## config.mk

```make
export PLATFORM = sky130hd
export DESIGN_NAME = pcmsp_top
export DESIGN_NICKNAME = d
export VERILOG_FILES = /design/src/core/pcmsp_pkg.sv /design/src/core/pcmsp_top.sv
export SDC_FILE = /design/constraint.sdc
export NUM_CORES = 1
export LEC_CHECK = 0
export ABC_AREA = 0
export BUFFER_PORTS_ARGS = -buffer_cell sky130_fd_sc_hd__buf_2
export CORE_MARGIN = 2
export CORE_UTILIZATION = 44
export CTS_BUF_LIST = sky130_fd_sc_hd__clkbuf_4 sky130_fd_sc_hd__clkbuf_8
export CTS_CLUSTER_SIZE = 25
export DETAILED_ROUTE_END_ITERATION = 8
export PLACE_DENSITY = 0.57
export SLEW_MARGIN = 20
export SYNTH_ARGS = -nofsm -noshare
export SYNTH_HDL_FRONTEND = slang
export SYNTH_SLANG_ARGS = --single-unit
```

## constraint.sdc

```tcl
create_clock -name sys_clk -period 3.5 [get_ports sys_clk]
set_input_delay 0.7 -clock sys_clk [delete_from_list [all_inputs] [get_ports sys_clk]]
set_output_delay 0.7 -clock sys_clk [all_outputs]
set_load 0.005 [all_outputs]
```

## src/core/pcmsp_pkg.sv

```systemverilog
// constants and types of the pcm serial voice port
//------------------------------------------------------------
// Contract
// - fs high over two falls means long
// - long mode drives while fs high or shifting
// - long mode releases at the later of fs fall and mid-lsb
// - previous pulse form picks next frame mode
// - output released at power-down, held off two frames after power-up
// - fs high at one fall means short
// - short mode starts on next rising edge
// - short word is 13 bits (16 in sign extension), released mid-lsb
// - short receive starts one fall after sync
// - rx clock static low selects sign extension
// - rx clock static high selects gain adjust
// - 16-bit modes clock receive from the transmit bit clock
// - prescaler measures master clock per frame
// - both syncs low a frame means standby
// - power input low powers down
// - send on rising, sample on falling edges
// - gain code adds 3 dB per step
// - attenuation defaults to zero
// - long-sync words align to frame sync rising edge; short-sync words to the next bit clock rise
//------------------------------------------------------------
package pcmsp_pkg;
    localparam int SYS_CLK_HZ = 25_000_000;
    localparam int HZ_PER_MHZ = 1_000_000;
    localparam int FRAME_US = 125;
    localparam int FRAME_CYC = FRAME_US * (SYS_CLK_HZ / HZ_PER_MHZ);
    localparam int STATIC_US = 10;
    localparam int STATIC_CYC = STATIC_US * (SYS_CLK_HZ / HZ_PER_MHZ);
    localparam int CNT_W = 12;
    localparam int SAMPLE_W = 13;
    localparam int SH_W = 16;
    localparam int WORD_STD = 13;
    localparam int WORD_EXT = 16;
    localparam int BCNT_W = 5;
    localparam int ATT_W = 3;
    localparam int ATT_DB_W = 5;
    localparam int ATT_STEP_DB = 3;
    localparam int HI_LONG = 2;
    localparam int HOLD_FRAMES = 2;
    localparam int TICKS_PER_FRAME = 32;
    localparam int MCNT_W = 11;
    localparam int FIFO_DEPTH = 16;
    localparam int PIN_N = 7;
    localparam int PIN_TBC = 0;
    localparam int PIN_RBC = 1;
    localparam int PIN_TFS = 2;
    localparam int PIN_RFS = 3;
    localparam int PIN_RSI = 4;
    localparam int PIN_MCK = 5;
    localparam int PIN_PUI = 6;
    typedef enum logic [1:0] {MODE_STD, MODE_SIGN_EXT, MODE_GAIN_ADJ} pcmsp_mode_e;
    typedef enum logic [1:0] {SEQ_IDLE, SEQ_ARMED, SEQ_SHIFT} pcmsp_seq_e;
endpackage : pcmsp_pkg

```

## src/core/pcmsp_top.sv

```systemverilog
// pcm serial voice port: sample fifo and top level
//------------------------------------------------------------
// sample fifo
//------------------------------------------------------------
module pcmsp_fifo #(
    parameter int WIDTH = 13,
    parameter int DEPTH = 16
) (
    input wire logic clk, // system clock
    input wire logic nrst, // async reset, low
    input wire logic in_valid, // write request
    output logic in_ready, // room left
    input wire logic [WIDTH-1:0] in_data, // write word
    output logic out_valid, // word available
    input wire logic out_ready, // read request
    output logic [WIDTH-1:0] out_data // head word
);
    localparam int AW = $clog2(DEPTH);
    logic [WIDTH-1:0] mem [DEPTH];
    logic [AW-1:0] wp_reg, wp_next, rp_reg, rp_next;
    logic [AW:0] cnt_reg, cnt_next;
    logic in_ready_next, out_valid_next, push, pop;

    always_comb begin
        push = in_valid & in_ready;
        pop = out_valid & out_ready;
        wp_next = push ? wp_reg + 1'b1 : wp_reg;
        rp_next = pop ? rp_reg + 1'b1 : rp_reg;
        cnt_next = cnt_reg + (AW+1)'(push) - (AW+1)'(pop);
        in_ready_next = cnt_next != (AW+1)'(DEPTH);
        out_valid_next = cnt_next != '0;
    end

    always_ff @(posedge clk or negedge nrst) begin
        if (!nrst) begin
            wp_reg <= '0;
            rp_reg <= '0;
            cnt_reg <= '0;
            in_ready <= 1'b1;
            out_valid <= 1'b0;
        end else begin
            wp_reg <= wp_next;
            rp_reg <= rp_next;
            cnt_reg <= cnt_next;
            in_ready <= in_ready_next;
            out_valid <= out_valid_next;
        end
    end

    always_ff @(posedge clk) begin
        if (push) begin
            mem[wp_reg] <= in_data;
        end
    end

    assign out_data = mem[rp_reg];
endmodule : pcmsp_fifo

//------------------------------------------------------------
// top level
//------------------------------------------------------------
module pcmsp_top #(
    parameter int FIFO_DEPTH = pcmsp_pkg::FIFO_DEPTH
) (
    input wire logic sys_clk, // 25 MHz
    input wire logic nrst, // async reset, low
    input wire logic tx_bit_clock, // transmit bit clock pin
    input wire logic rx_bit_clock_or_mode_select, // rx clock or static mode
    input wire logic tx_frame_sync, // transmit frame sync pin
    input wire logic rx_frame_sync, // receive frame sync pin
    input wire logic rx_serial_in, // receive data pin
    input wire logic master_clock, // master clock pin
    input wire logic power_up_input, // high keeps powered
    input wire logic [pcmsp_pkg::SAMPLE_W-1:0] tx_sample_data, // sample to send
    input wire logic tx_sample_valid, // sample offered
    output logic tx_sample_ready, // fifo has room
    output logic tx_serial_out, // transmit data pin
    output logic tx_serial_oe_n, // low while driving
    output logic [pcmsp_pkg::SAMPLE_W-1:0] rx_sample_data, // received sample
    output logic rx_sample_valid, // one-cycle pulse
    output logic [pcmsp_pkg::ATT_W-1:0] rx_atten_code, // attenuation code
    output logic [pcmsp_pkg::ATT_DB_W-1:0] rx_atten_db, // attenuation in dB
    output logic long_frame_mode, // long sync in use
    output pcmsp_pkg::pcmsp_mode_e port_mode, // word mode
    output logic standby, // syncs absent
    output logic powered_down, // power input low
    output logic [pcmsp_pkg::MCNT_W-1:0] mclk_per_frame, // measured divider
    output logic tick_256k, // internal bit tick
    output logic tick_8k // internal frame tick
);
    import pcmsp_pkg::*;

    //--------------------------------------------------------
    // pin synchronisers, filtered on second and third stage
    //--------------------------------------------------------
    logic [PIN_N-1:0] pins, s1_reg, s2_reg, s3_reg, flt_reg, flt_next, prv_reg;
    logic [PIN_N-1:0] rise, fall;
    logic tbc_r, tbc_f, tfs, tfs_r, tfs_f, rfs, rbc_f, rsi, mck_r;

    assign pins = {power_up_input, master_clock, rx_serial_in, rx_frame_sync,
                   tx_frame_sync, rx_bit_clock_or_mode_select, tx_bit_clock};

    always_comb begin
        flt_next = (~(s2_reg ^ s3_reg) & s2_reg) | ((s2_reg ^ s3_reg) & flt_reg);
    end

    always_ff @(posedge sys_clk or negedge nrst) begin
        if (!nrst) begin
            s1_reg <= '0;
            s2_reg <= '0;
            s3_reg <= '0;
            flt_reg <= '0;
            prv_reg <= '0;
        end else begin
            s1_reg <= pins;
            s2_reg <= s1_reg;
            s3_reg <= s2_reg;
            flt_reg <= flt_next;
            prv_reg <= flt_reg;
        end
    end

    assign rise = flt_reg & ~prv_reg;
    assign fall = ~flt_reg & prv_reg;
    assign tbc_r = rise[PIN_TBC];
    assign tbc_f = fall[PIN_TBC];
    assign tfs = flt_reg[PIN_TFS];
    assign tfs_r = rise[PIN_TFS];
    assign tfs_f = fall[PIN_TFS];
    assign rfs = flt_reg[PIN_RFS];
    assign rbc_f = fall[PIN_RBC];
    assign rsi = flt_reg[PIN_RSI];
    assign mck_r = rise[PIN_MCK];

    //--------------------------------------------------------
    // mode select, power, standby and prescaler
    //--------------------------------------------------------
    pcmsp_mode_e mode_next;
    logic [CNT_W-1:0] stat_reg, stat_next, idle_reg, idle_next;
    logic [1:0] hold_reg, hold_next;
    logic down_next, stby_next, asleep, allow;
    logic [MCNT_W-1:0] mcnt_reg, mcnt_next, per_next;
    logic [MCNT_W:0] acc_reg, acc_next, acc_sum;
    logic t256_next, t8_next;

    always_comb begin
        stat_next = stat_reg;
        mode_next = MODE_STD;
        if (rise[PIN_RBC] | fall[PIN_RBC]) begin
            stat_next = '0;
        end else if (stat_reg != CNT_W'(STATIC_CYC)) begin
            stat_next = stat_reg + 1'b1;
        end
        if (stat_next == CNT_W'(STATIC_CYC)) begin
            mode_next = flt_reg[PIN_RBC] ? MODE_GAIN_ADJ : MODE_SIGN_EXT;
        end
        idle_next = idle_reg;
        if (tfs | rfs) begin
            idle_next = '0;
        end else if (idle_reg != CNT_W'(FRAME_CYC)) begin
            idle_next = idle_reg + 1'b1;
        end
        stby_next = idle_next == CNT_W'(FRAME_CYC);
        down_next = ~flt_reg[PIN_PUI];
        asleep = down_next | stby_next;
        hold_next = hold_reg;
        if (asleep) begin
            hold_next = '0;
        end else if (tfs_r && hold_reg <= 2'(HOLD_FRAMES)) begin
            hold_next = hold_reg + 1'b1;
        end
        allow = hold_next > 2'(HOLD_FRAMES);
        mcnt_next = mcnt_reg;
        per_next = mclk_per_frame;
        acc_next = acc_reg;
        acc_sum = acc_reg + (MCNT_W+1)'(TICKS_PER_FRAME);
        t256_next = 1'b0;
        t8_next = tfs_r;
        if (tfs_r) begin
            per_next = mcnt_reg;
            mcnt_next = MCNT_W'(mck_r);
            acc_next = '0;
            // the master edge that opens the frame still makes a tick
            t256_next = mck_r && mclk_per_frame != '0;
        end else if (mck_r) begin
            mcnt_next = mcnt_reg + 1'b1;
            acc_next = acc_sum;
            if (mclk_per_frame != '0 && acc_sum >= {1'b0, mclk_per_frame}) begin
                acc_next = acc_sum - {1'b0, mclk_per_frame};
                t256_next = 1'b1;
            end
        end
    end

    always_ff @(posedge sys_clk or negedge nrst) begin
        if (!nrst) begin
            stat_reg <= '0;
            port_mode <= MODE_STD;
            idle_reg <= '0;
            standby <= 1'b0;
            powered_down <= 1'b1;
            hold_reg <= '0;
            mcnt_reg <= '0;
            mclk_per_frame <= '0;
            acc_reg <= '0;
            tick_256k <= 1'b0;
            tick_8k <= 1'b0;
        end else begin
            stat_reg <= stat_next;
            port_mode <= mode_next;
            idle_reg <= idle_next;
            standby <= stby_next;
            powered_down <= down_next;
            hold_reg <= hold_next;
            mcnt_reg <= mcnt_next;
            mclk_per_frame <= per_next;
            acc_reg <= acc_next;
            tick_256k <= t256_next;
            tick_8k <= t8_next;
        end
    end

    //--------------------------------------------------------
    // transmit: sync classification and shifter
    //--------------------------------------------------------
    pcmsp_seq_e tst_reg, tst_next;
    logic [SH_W-1:0] tsh_reg, tsh_next;
    logic [BCNT_W-1:0] tcnt_reg, tcnt_next, tlen;
    logic [1:0] hi_reg, hi_next;
    logic long_next, tfl_reg, tfl_next, pop, out_next, oen_next, fifo_valid;
    logic [SAMPLE_W-1:0] fifo_data, word;

    pcmsp_fifo #(
        .WIDTH(SAMPLE_W),
        .DEPTH(FIFO_DEPTH)
    ) u_fifo (
        .clk(sys_clk),
        .nrst(nrst),
        .in_valid(tx_sample_valid),
        .in_ready(tx_sample_ready),
        .in_data(tx_sample_data),
        .out_valid(fifo_valid),
        .out_ready(pop),
        .out_data(fifo_data)
    );

    always_comb begin
        tst_next = tst_reg;
        tsh_next = tsh_reg;
        tcnt_next = tcnt_reg;
        tfl_next = tfl_reg;
        hi_next = hi_reg;
        long_next = long_frame_mode;
        pop = 1'b0;
        tlen = (port_mode == MODE_SIGN_EXT) ? BCNT_W'(WORD_EXT) : BCNT_W'(WORD_STD);
        word = fifo_valid ? fifo_data : '0;
        if (tbc_f) begin
            if (tfs) begin
                hi_next = (hi_reg == 2'(HI_LONG)) ? hi_reg : hi_reg + 1'b1;
            end else if (hi_reg != '0) begin
                long_next = hi_reg == 2'(HI_LONG);
                hi_next = '0;
            end
        end
        case (tst_reg)
            SEQ_IDLE: begin
                if (!asleep && tfs_r && long_frame_mode) begin
                    tst_next = SEQ_SHIFT;
                    pop = fifo_valid;
                end else if (!asleep && tbc_f && tfs && hi_reg == '0 && !long_frame_mode) begin
                    tst_next = SEQ_ARMED;
                end
            end
            SEQ_ARMED: begin
                if (tbc_r) begin
                    tst_next = SEQ_SHIFT;
                    pop = fifo_valid;
                end
            end
            SEQ_SHIFT: begin
                // a sync fall inside the word does not cut it short
                if (tbc_f && tcnt_reg == tlen - 1'b1) begin
                    tst_next = SEQ_IDLE;
                end else if (tbc_f) begin
                    tfl_next = 1'b1;
                end else if (tbc_r && tfl_reg && tcnt_reg != tlen - 1'b1) begin
                    tsh_next = {tsh_reg[SH_W-2:0], 1'b0};
                    tcnt_next = tcnt_reg + 1'b1;
                end
            end
            default: tst_next = SEQ_IDLE;
        endcase
        if (asleep) begin
            tst_next = SEQ_IDLE;
        end
        if (pop | (tst_reg != SEQ_SHIFT && tst_next == SEQ_SHIFT)) begin
            tcnt_next = '0;
            tfl_next = 1'b0;
            if (tlen == BCNT_W'(WORD_EXT)) begin
                tsh_next = {{(SH_W-SAMPLE_W){word[SAMPLE_W-1]}}, word};
            end else begin
                tsh_next = {word, {(SH_W-SAMPLE_W){1'b0}}};
            end
        end
        out_next = tsh_next[SH_W-1];
        oen_next = ~(allow & ((tst_next == SEQ_SHIFT) | (long_frame_mode & tfs)));
    end

    always_ff @(posedge sys_clk or negedge nrst) begin
        if (!nrst) begin
            tst_reg <= SEQ_IDLE;
            tsh_reg <= '0;
            tcnt_reg <= '0;
            tfl_reg <= 1'b0;
            hi_reg <= '0;
            long_frame_mode <= 1'b0;
            tx_serial_out <= 1'b0;
            tx_serial_oe_n <= 1'b1;
        end else begin
            tst_reg <= tst_next;
            tsh_reg <= tsh_next;
            tcnt_reg <= tcnt_next;
            tfl_reg <= tfl_next;
            hi_reg <= hi_next;
            long_frame_mode <= long_next;
            tx_serial_out <= out_next;
            tx_serial_oe_n <= oen_next;
        end
    end

    //--------------------------------------------------------
    // receive shifter
    //--------------------------------------------------------
    pcmsp_seq_e rst_reg, rst_next;
    logic [SH_W-1:0] rsh_reg, rsh_next;
    logic [BCNT_W-1:0] rcnt_reg, rcnt_next, rlen;
    logic rpf_reg, rpf_next, rbf, rval_next;
    logic [SAMPLE_W-1:0] rdat_next;
    logic [ATT_W-1:0] att_next;
    logic [ATT_DB_W-1:0] db_next;

    always_comb begin
        rst_next = rst_reg;
        rsh_next = rsh_reg;
        rcnt_next = rcnt_reg;
        rpf_next = rpf_reg;
        rval_next = 1'b0;
        rdat_next = rx_sample_data;
        att_next = rx_atten_code;
        db_next = rx_atten_db;
        rbf = (port_mode == MODE_STD) ? rbc_f : tbc_f;
        rlen = (port_mode == MODE_STD) ? BCNT_W'(WORD_STD) : BCNT_W'(WORD_EXT);
        if (rbf) begin
            rpf_next = rfs;
            case (rst_reg)
                SEQ_IDLE: begin
                    if (!asleep && rfs && !rpf_reg) begin
                        rst_next = long_frame_mode ? SEQ_SHIFT : SEQ_ARMED;
                        rcnt_next = long_frame_mode ? BCNT_W'(1) : '0;
                        rsh_next = {rsh_reg[SH_W-2:0], rsi};
                    end
                end
                SEQ_ARMED: begin
                    rst_next = SEQ_SHIFT;
                    rcnt_next = BCNT_W'(1);
                    rsh_next = {rsh_reg[SH_W-2:0], rsi};
                end
                SEQ_SHIFT: begin
                    rsh_next = {rsh_reg[SH_W-2:0], rsi};
                    rcnt_next = rcnt_reg + 1'b1;
                end
                default: rst_next = SEQ_IDLE;
            endcase
            if (rst_reg == SEQ_SHIFT && rcnt_next == rlen) begin
                rst_next = SEQ_IDLE;
                rval_next = 1'b1;
                if (port_mode == MODE_GAIN_ADJ) begin
                    rdat_next = rsh_next[SH_W-1:ATT_W];
                    att_next = rsh_next[ATT_W-1:0];
                    db_next = ATT_DB_W'(rsh_next[ATT_W-1:0] * ATT_STEP_DB);
                end else begin
                    rdat_next = rsh_next[SAMPLE_W-1:0];
                end
            end
        end
    end

    always_ff @(posedge sys_clk or negedge nrst) begin
        if (!nrst) begin
            rst_reg <= SEQ_IDLE;
            rsh_reg <= '0;
            rcnt_reg <= '0;
            rpf_reg <= 1'b0;
            rx_sample_valid <= 1'b0;
            rx_sample_data <= '0;
            rx_atten_code <= '0;
            rx_atten_db <= '0;
        end else begin
            rst_reg <= rst_next;
            rsh_reg <= rsh_next;
            rcnt_reg <= rcnt_next;
            rpf_reg <= rpf_next;
            rx_sample_valid <= rval_next;
            rx_sample_data <= rdat_next;
            rx_atten_code <= att_next;
            rx_atten_db <= db_next;
        end
    end
endmodule : pcmsp_top

```

==> reports/metrics.cfg <==
[setup_path]
crit_required_ns=3.95
start_kind=flop
r2r_cells=10
reg2reg_from=idle_reg[0]
slowest_delay_ns=0.58
worstPathArrival_ns=3.61
r2r_end=tsh_reg[8]
cp_slowest_cell=or4_1
r2r_slack_ns=0.34
worstSetupPathType=flop to flop
worstPathMaxFanout=21
path_cells=ha_1, nand4bb_1, or4_1, nand2_1, or4b_4, o311ai_2, a31oi_4, buf_12, nand3_1, o211ai_2
setup.worst_path.end_class=flop

[power_and_ir_drop]
p_total_mw=15.4
powerDensity_nw_per_um2=768
p_clk_frac=0.282
p_sw_mw=5.12
switching_share=0.334
p_int_mw=10.2
power_frac_comb=0.312
p_leak_nw=7.86
vdd_drop_max_uv=363
p_seq_frac=0.405

[clock_network]
postCtsHoldBufs=0
postCtsSetupRepairBufs=0
cts-root-buf=clkbuf_8
cts_resized=0
cts_tree=built
cts_max_path_buffers=3
numCtsBuffers=70
clk_pin_slew_ns=0.06
clkLatencyLatePin_ns=0.61
clkSinkCount=394
cts_htree_levels=3

[timing]
setup_ws_ns=0.341
max_freq_mhz=317
drv_slew=0
rsz0062_at_grt=false
finalCritPeriodShare=0.903
setup_tns_ns=0
slew_headroom=0.303
clock_skew_ns=0.0227
setup_viol_count_final=0
hold_viol=0
min_period_ns=3.16
worst_pin_slew_ns=1.04

[route]
drc=0
drt_wl_total_um=36400
wl_per_cell_um=18.0
ant_nets=0
drt_iter0_drc=688
vias=11000
viasPerCell=5.43
firstDrtPassIters=7

[synth]
yosysTopAreaCellShare=0.357
synth_edf_count=208
synth_top_area_cell=edfxtp_1
ys_seq_area_frac=0.623
synth_ff_type=edfxtp_1
synth_cell_types=66
yosys_warnings=0
syn_inst=1336
syn_nets=1402
ys_ff_latch=394
async_reset_ff_frac=0.472
syn_area_um2=17500
synth_area_leaders=edfxtp_1 36%, dfrtp_1 26%, mux4_2 5.4%
syn_avg_cell_area_um2=13.1

[placement]
pre_cts_ws_ns=0.361
io_buffers=65
dp_hpwl_um=23900
postPlaceCellArea_um2=18600
gp_congestion=0.831

[floorplan]
core_area_um2=39500
num_rows=73
die_area_um2=41400
ios=66
die_height_um=203
fp.dieW_um=203
start_util=0.443

[layout]
design_area_um2=20000
largest_reg_flops=208
diodes=0
final_net_count=1514
syn_to_final_growth_pct=14.3
final_layout_size_suffix_gt1_frac=0.207
post-route-util=0.507

[status]
status=finished clean

[global_route]
grt_usage=0.183
grt_start_max_net_pins=71
overflow=0
grt_pass1_wl_um=59700
antenna_found_initial=0
first_global_vias=11300

[job]
cap_violations=0

[hold_path]
hold_path_class=input port to async pin

[synthesized netlist by cell type, drive strengths merged (3+ instances only)]
master	number
edfxtp	208
dfrtp	183
nand2	115
nor2	99
a21oi	49
inv	47
o21ai	46
clkbuf	44
mux4	42
ha	40
nand3	40
nor2b	32
a211oi	31
mux2	29
and2	26
xnor2	24
nor3	21
nor4	21
xor2	20
mux2i	18
buf	16
nand4	16
a22o	14
and3	13
a22oi	12
a221oi	11
a222oi	10
nand2b	10
o21a	9
o211ai	8
a21o	7
maj3	7
nor3b	7
a31oi	6
nand3b	6
or4	5
o31ai	4
or3	4
a21boi	3
and4	3
dfstp	3
fa	3
[routing by layer]
layer  wire length (um)  share of wire  global-route usage
met4                757          0.021              0.0574
met2              18000           0.49               0.307
met5                  0              0                   0
met3               1530          0.042              0.0382
met1              16100           0.44               0.238
[layout make-up]
cell class | instances | area (um^2)
Clock buffer | 107 | 1340
Clock inverter | 15 | 104
Fill cell | 3559 | 19500
Inverter | 47 | 176
Multi-Input combinational cell | 835 | 6180
Sequential cell | 394 | 10900
Tap cell | 525 | 657
Timing Repair Buffer | 100 | 634
[kinds of logic after synthesis]
group | after synthesis | synth area share
buf+inv | 107 | 0.0243
simple gates | 424 | 0.121
mux | 89 | 0.0830
flops | 394 | 0.623
fa+ha+maj | 50 | 0.0360
xor+xnor | 44 | 0.0220
compound gates | 228 | 0.0905
[power by group through the flow]
stage          registers (mW)  logic, mW  clock network (mW)
2_1_floorplan            6.06       3.66                   0
3_3_place_gp             6.29       4.78                   0
3_5_place_dp             6.31       4.85                   0
4_1_cts                  6.24       4.86                4.48
5_1_grt                  6.32       5.44                4.71
6_report                 6.22       4.80                4.34
[through the flow]
step | hold slack [ns] | std cells
after CTS | 0.0709 | 2023
after global placement | 0.335 | 1901
after global routing | 0.0812 | 2023
final | 0.0782 | 2023
after floorplan | 0.331 | 1336
after detailed placement | 0.335 | 1901
[how the worst max path moves through the flow]
| stage | slack (ns) | to | startpoint | depth (start not counted) |
|---|---|---|---|---|
| 2_1_floorplan | 0.49 | u_fifo.out_valid | flop | 15 |
| 3_3_place_gp | 0.42 | tsh_reg[8] | idle_reg[1] | 11 |
| 3_5_place_dp | 0.36 | tsh_reg[8] | idle_reg[6] | 9 |
| 4_1_cts | 0.34 | tsh_reg[8] | idle_reg[6] | 9 |
| 5_1_grt | 0.06 | u_fifo.out_valid | flop | 13 |
| 6_report | 0.34 | tsh_reg[8] | idle_reg[0] | 10 |
[worst max-delay path, delay by kind of cell (launching register included)]
family | cells | cell delay [ns]
AND/OR/NAND/NOR | 5 | 1.40
AO/OA/AOI/OAI | 3 | 0.71
flip-flops | 1 | 0.45
buffers and inverters | 1 | 0.26
adder cells (fa/ha/maj) | 1 | 0.18
[cell usage in the layout (no fill, tap or decap), types with 18 or more instances in the layout]
cell type / netlist / routed
and2_1: 26 / 26
clkbuf_8: 0 / 86
nor2_1: 99 / 99
buf_4: 1 / 32
dfrtp_1: 183 / 181
mux2i_1: 18 / 18
nor4_1: 18 / 18
nand3_1: 40 / 40
nor2b_1: 32 / 32
inv_1: 47 / 47
o21ai_0: 42 / 42
a21oi_1: 49 / 49
edfxtp_1: 208 / 208
mux4_2: 42 / 42
ha_1: 40 / 40
xor2_1: 20 / 20
nand2_1: 115 / 115
buf_2: 4 / 64
a211oi_1: 31 / 31
mux2_2: 29 / 29
nor3_1: 21 / 21
xnor2_1: 24 / 24
clkbuf_4: 0 / 22
(Power assumes the default switching activity.)
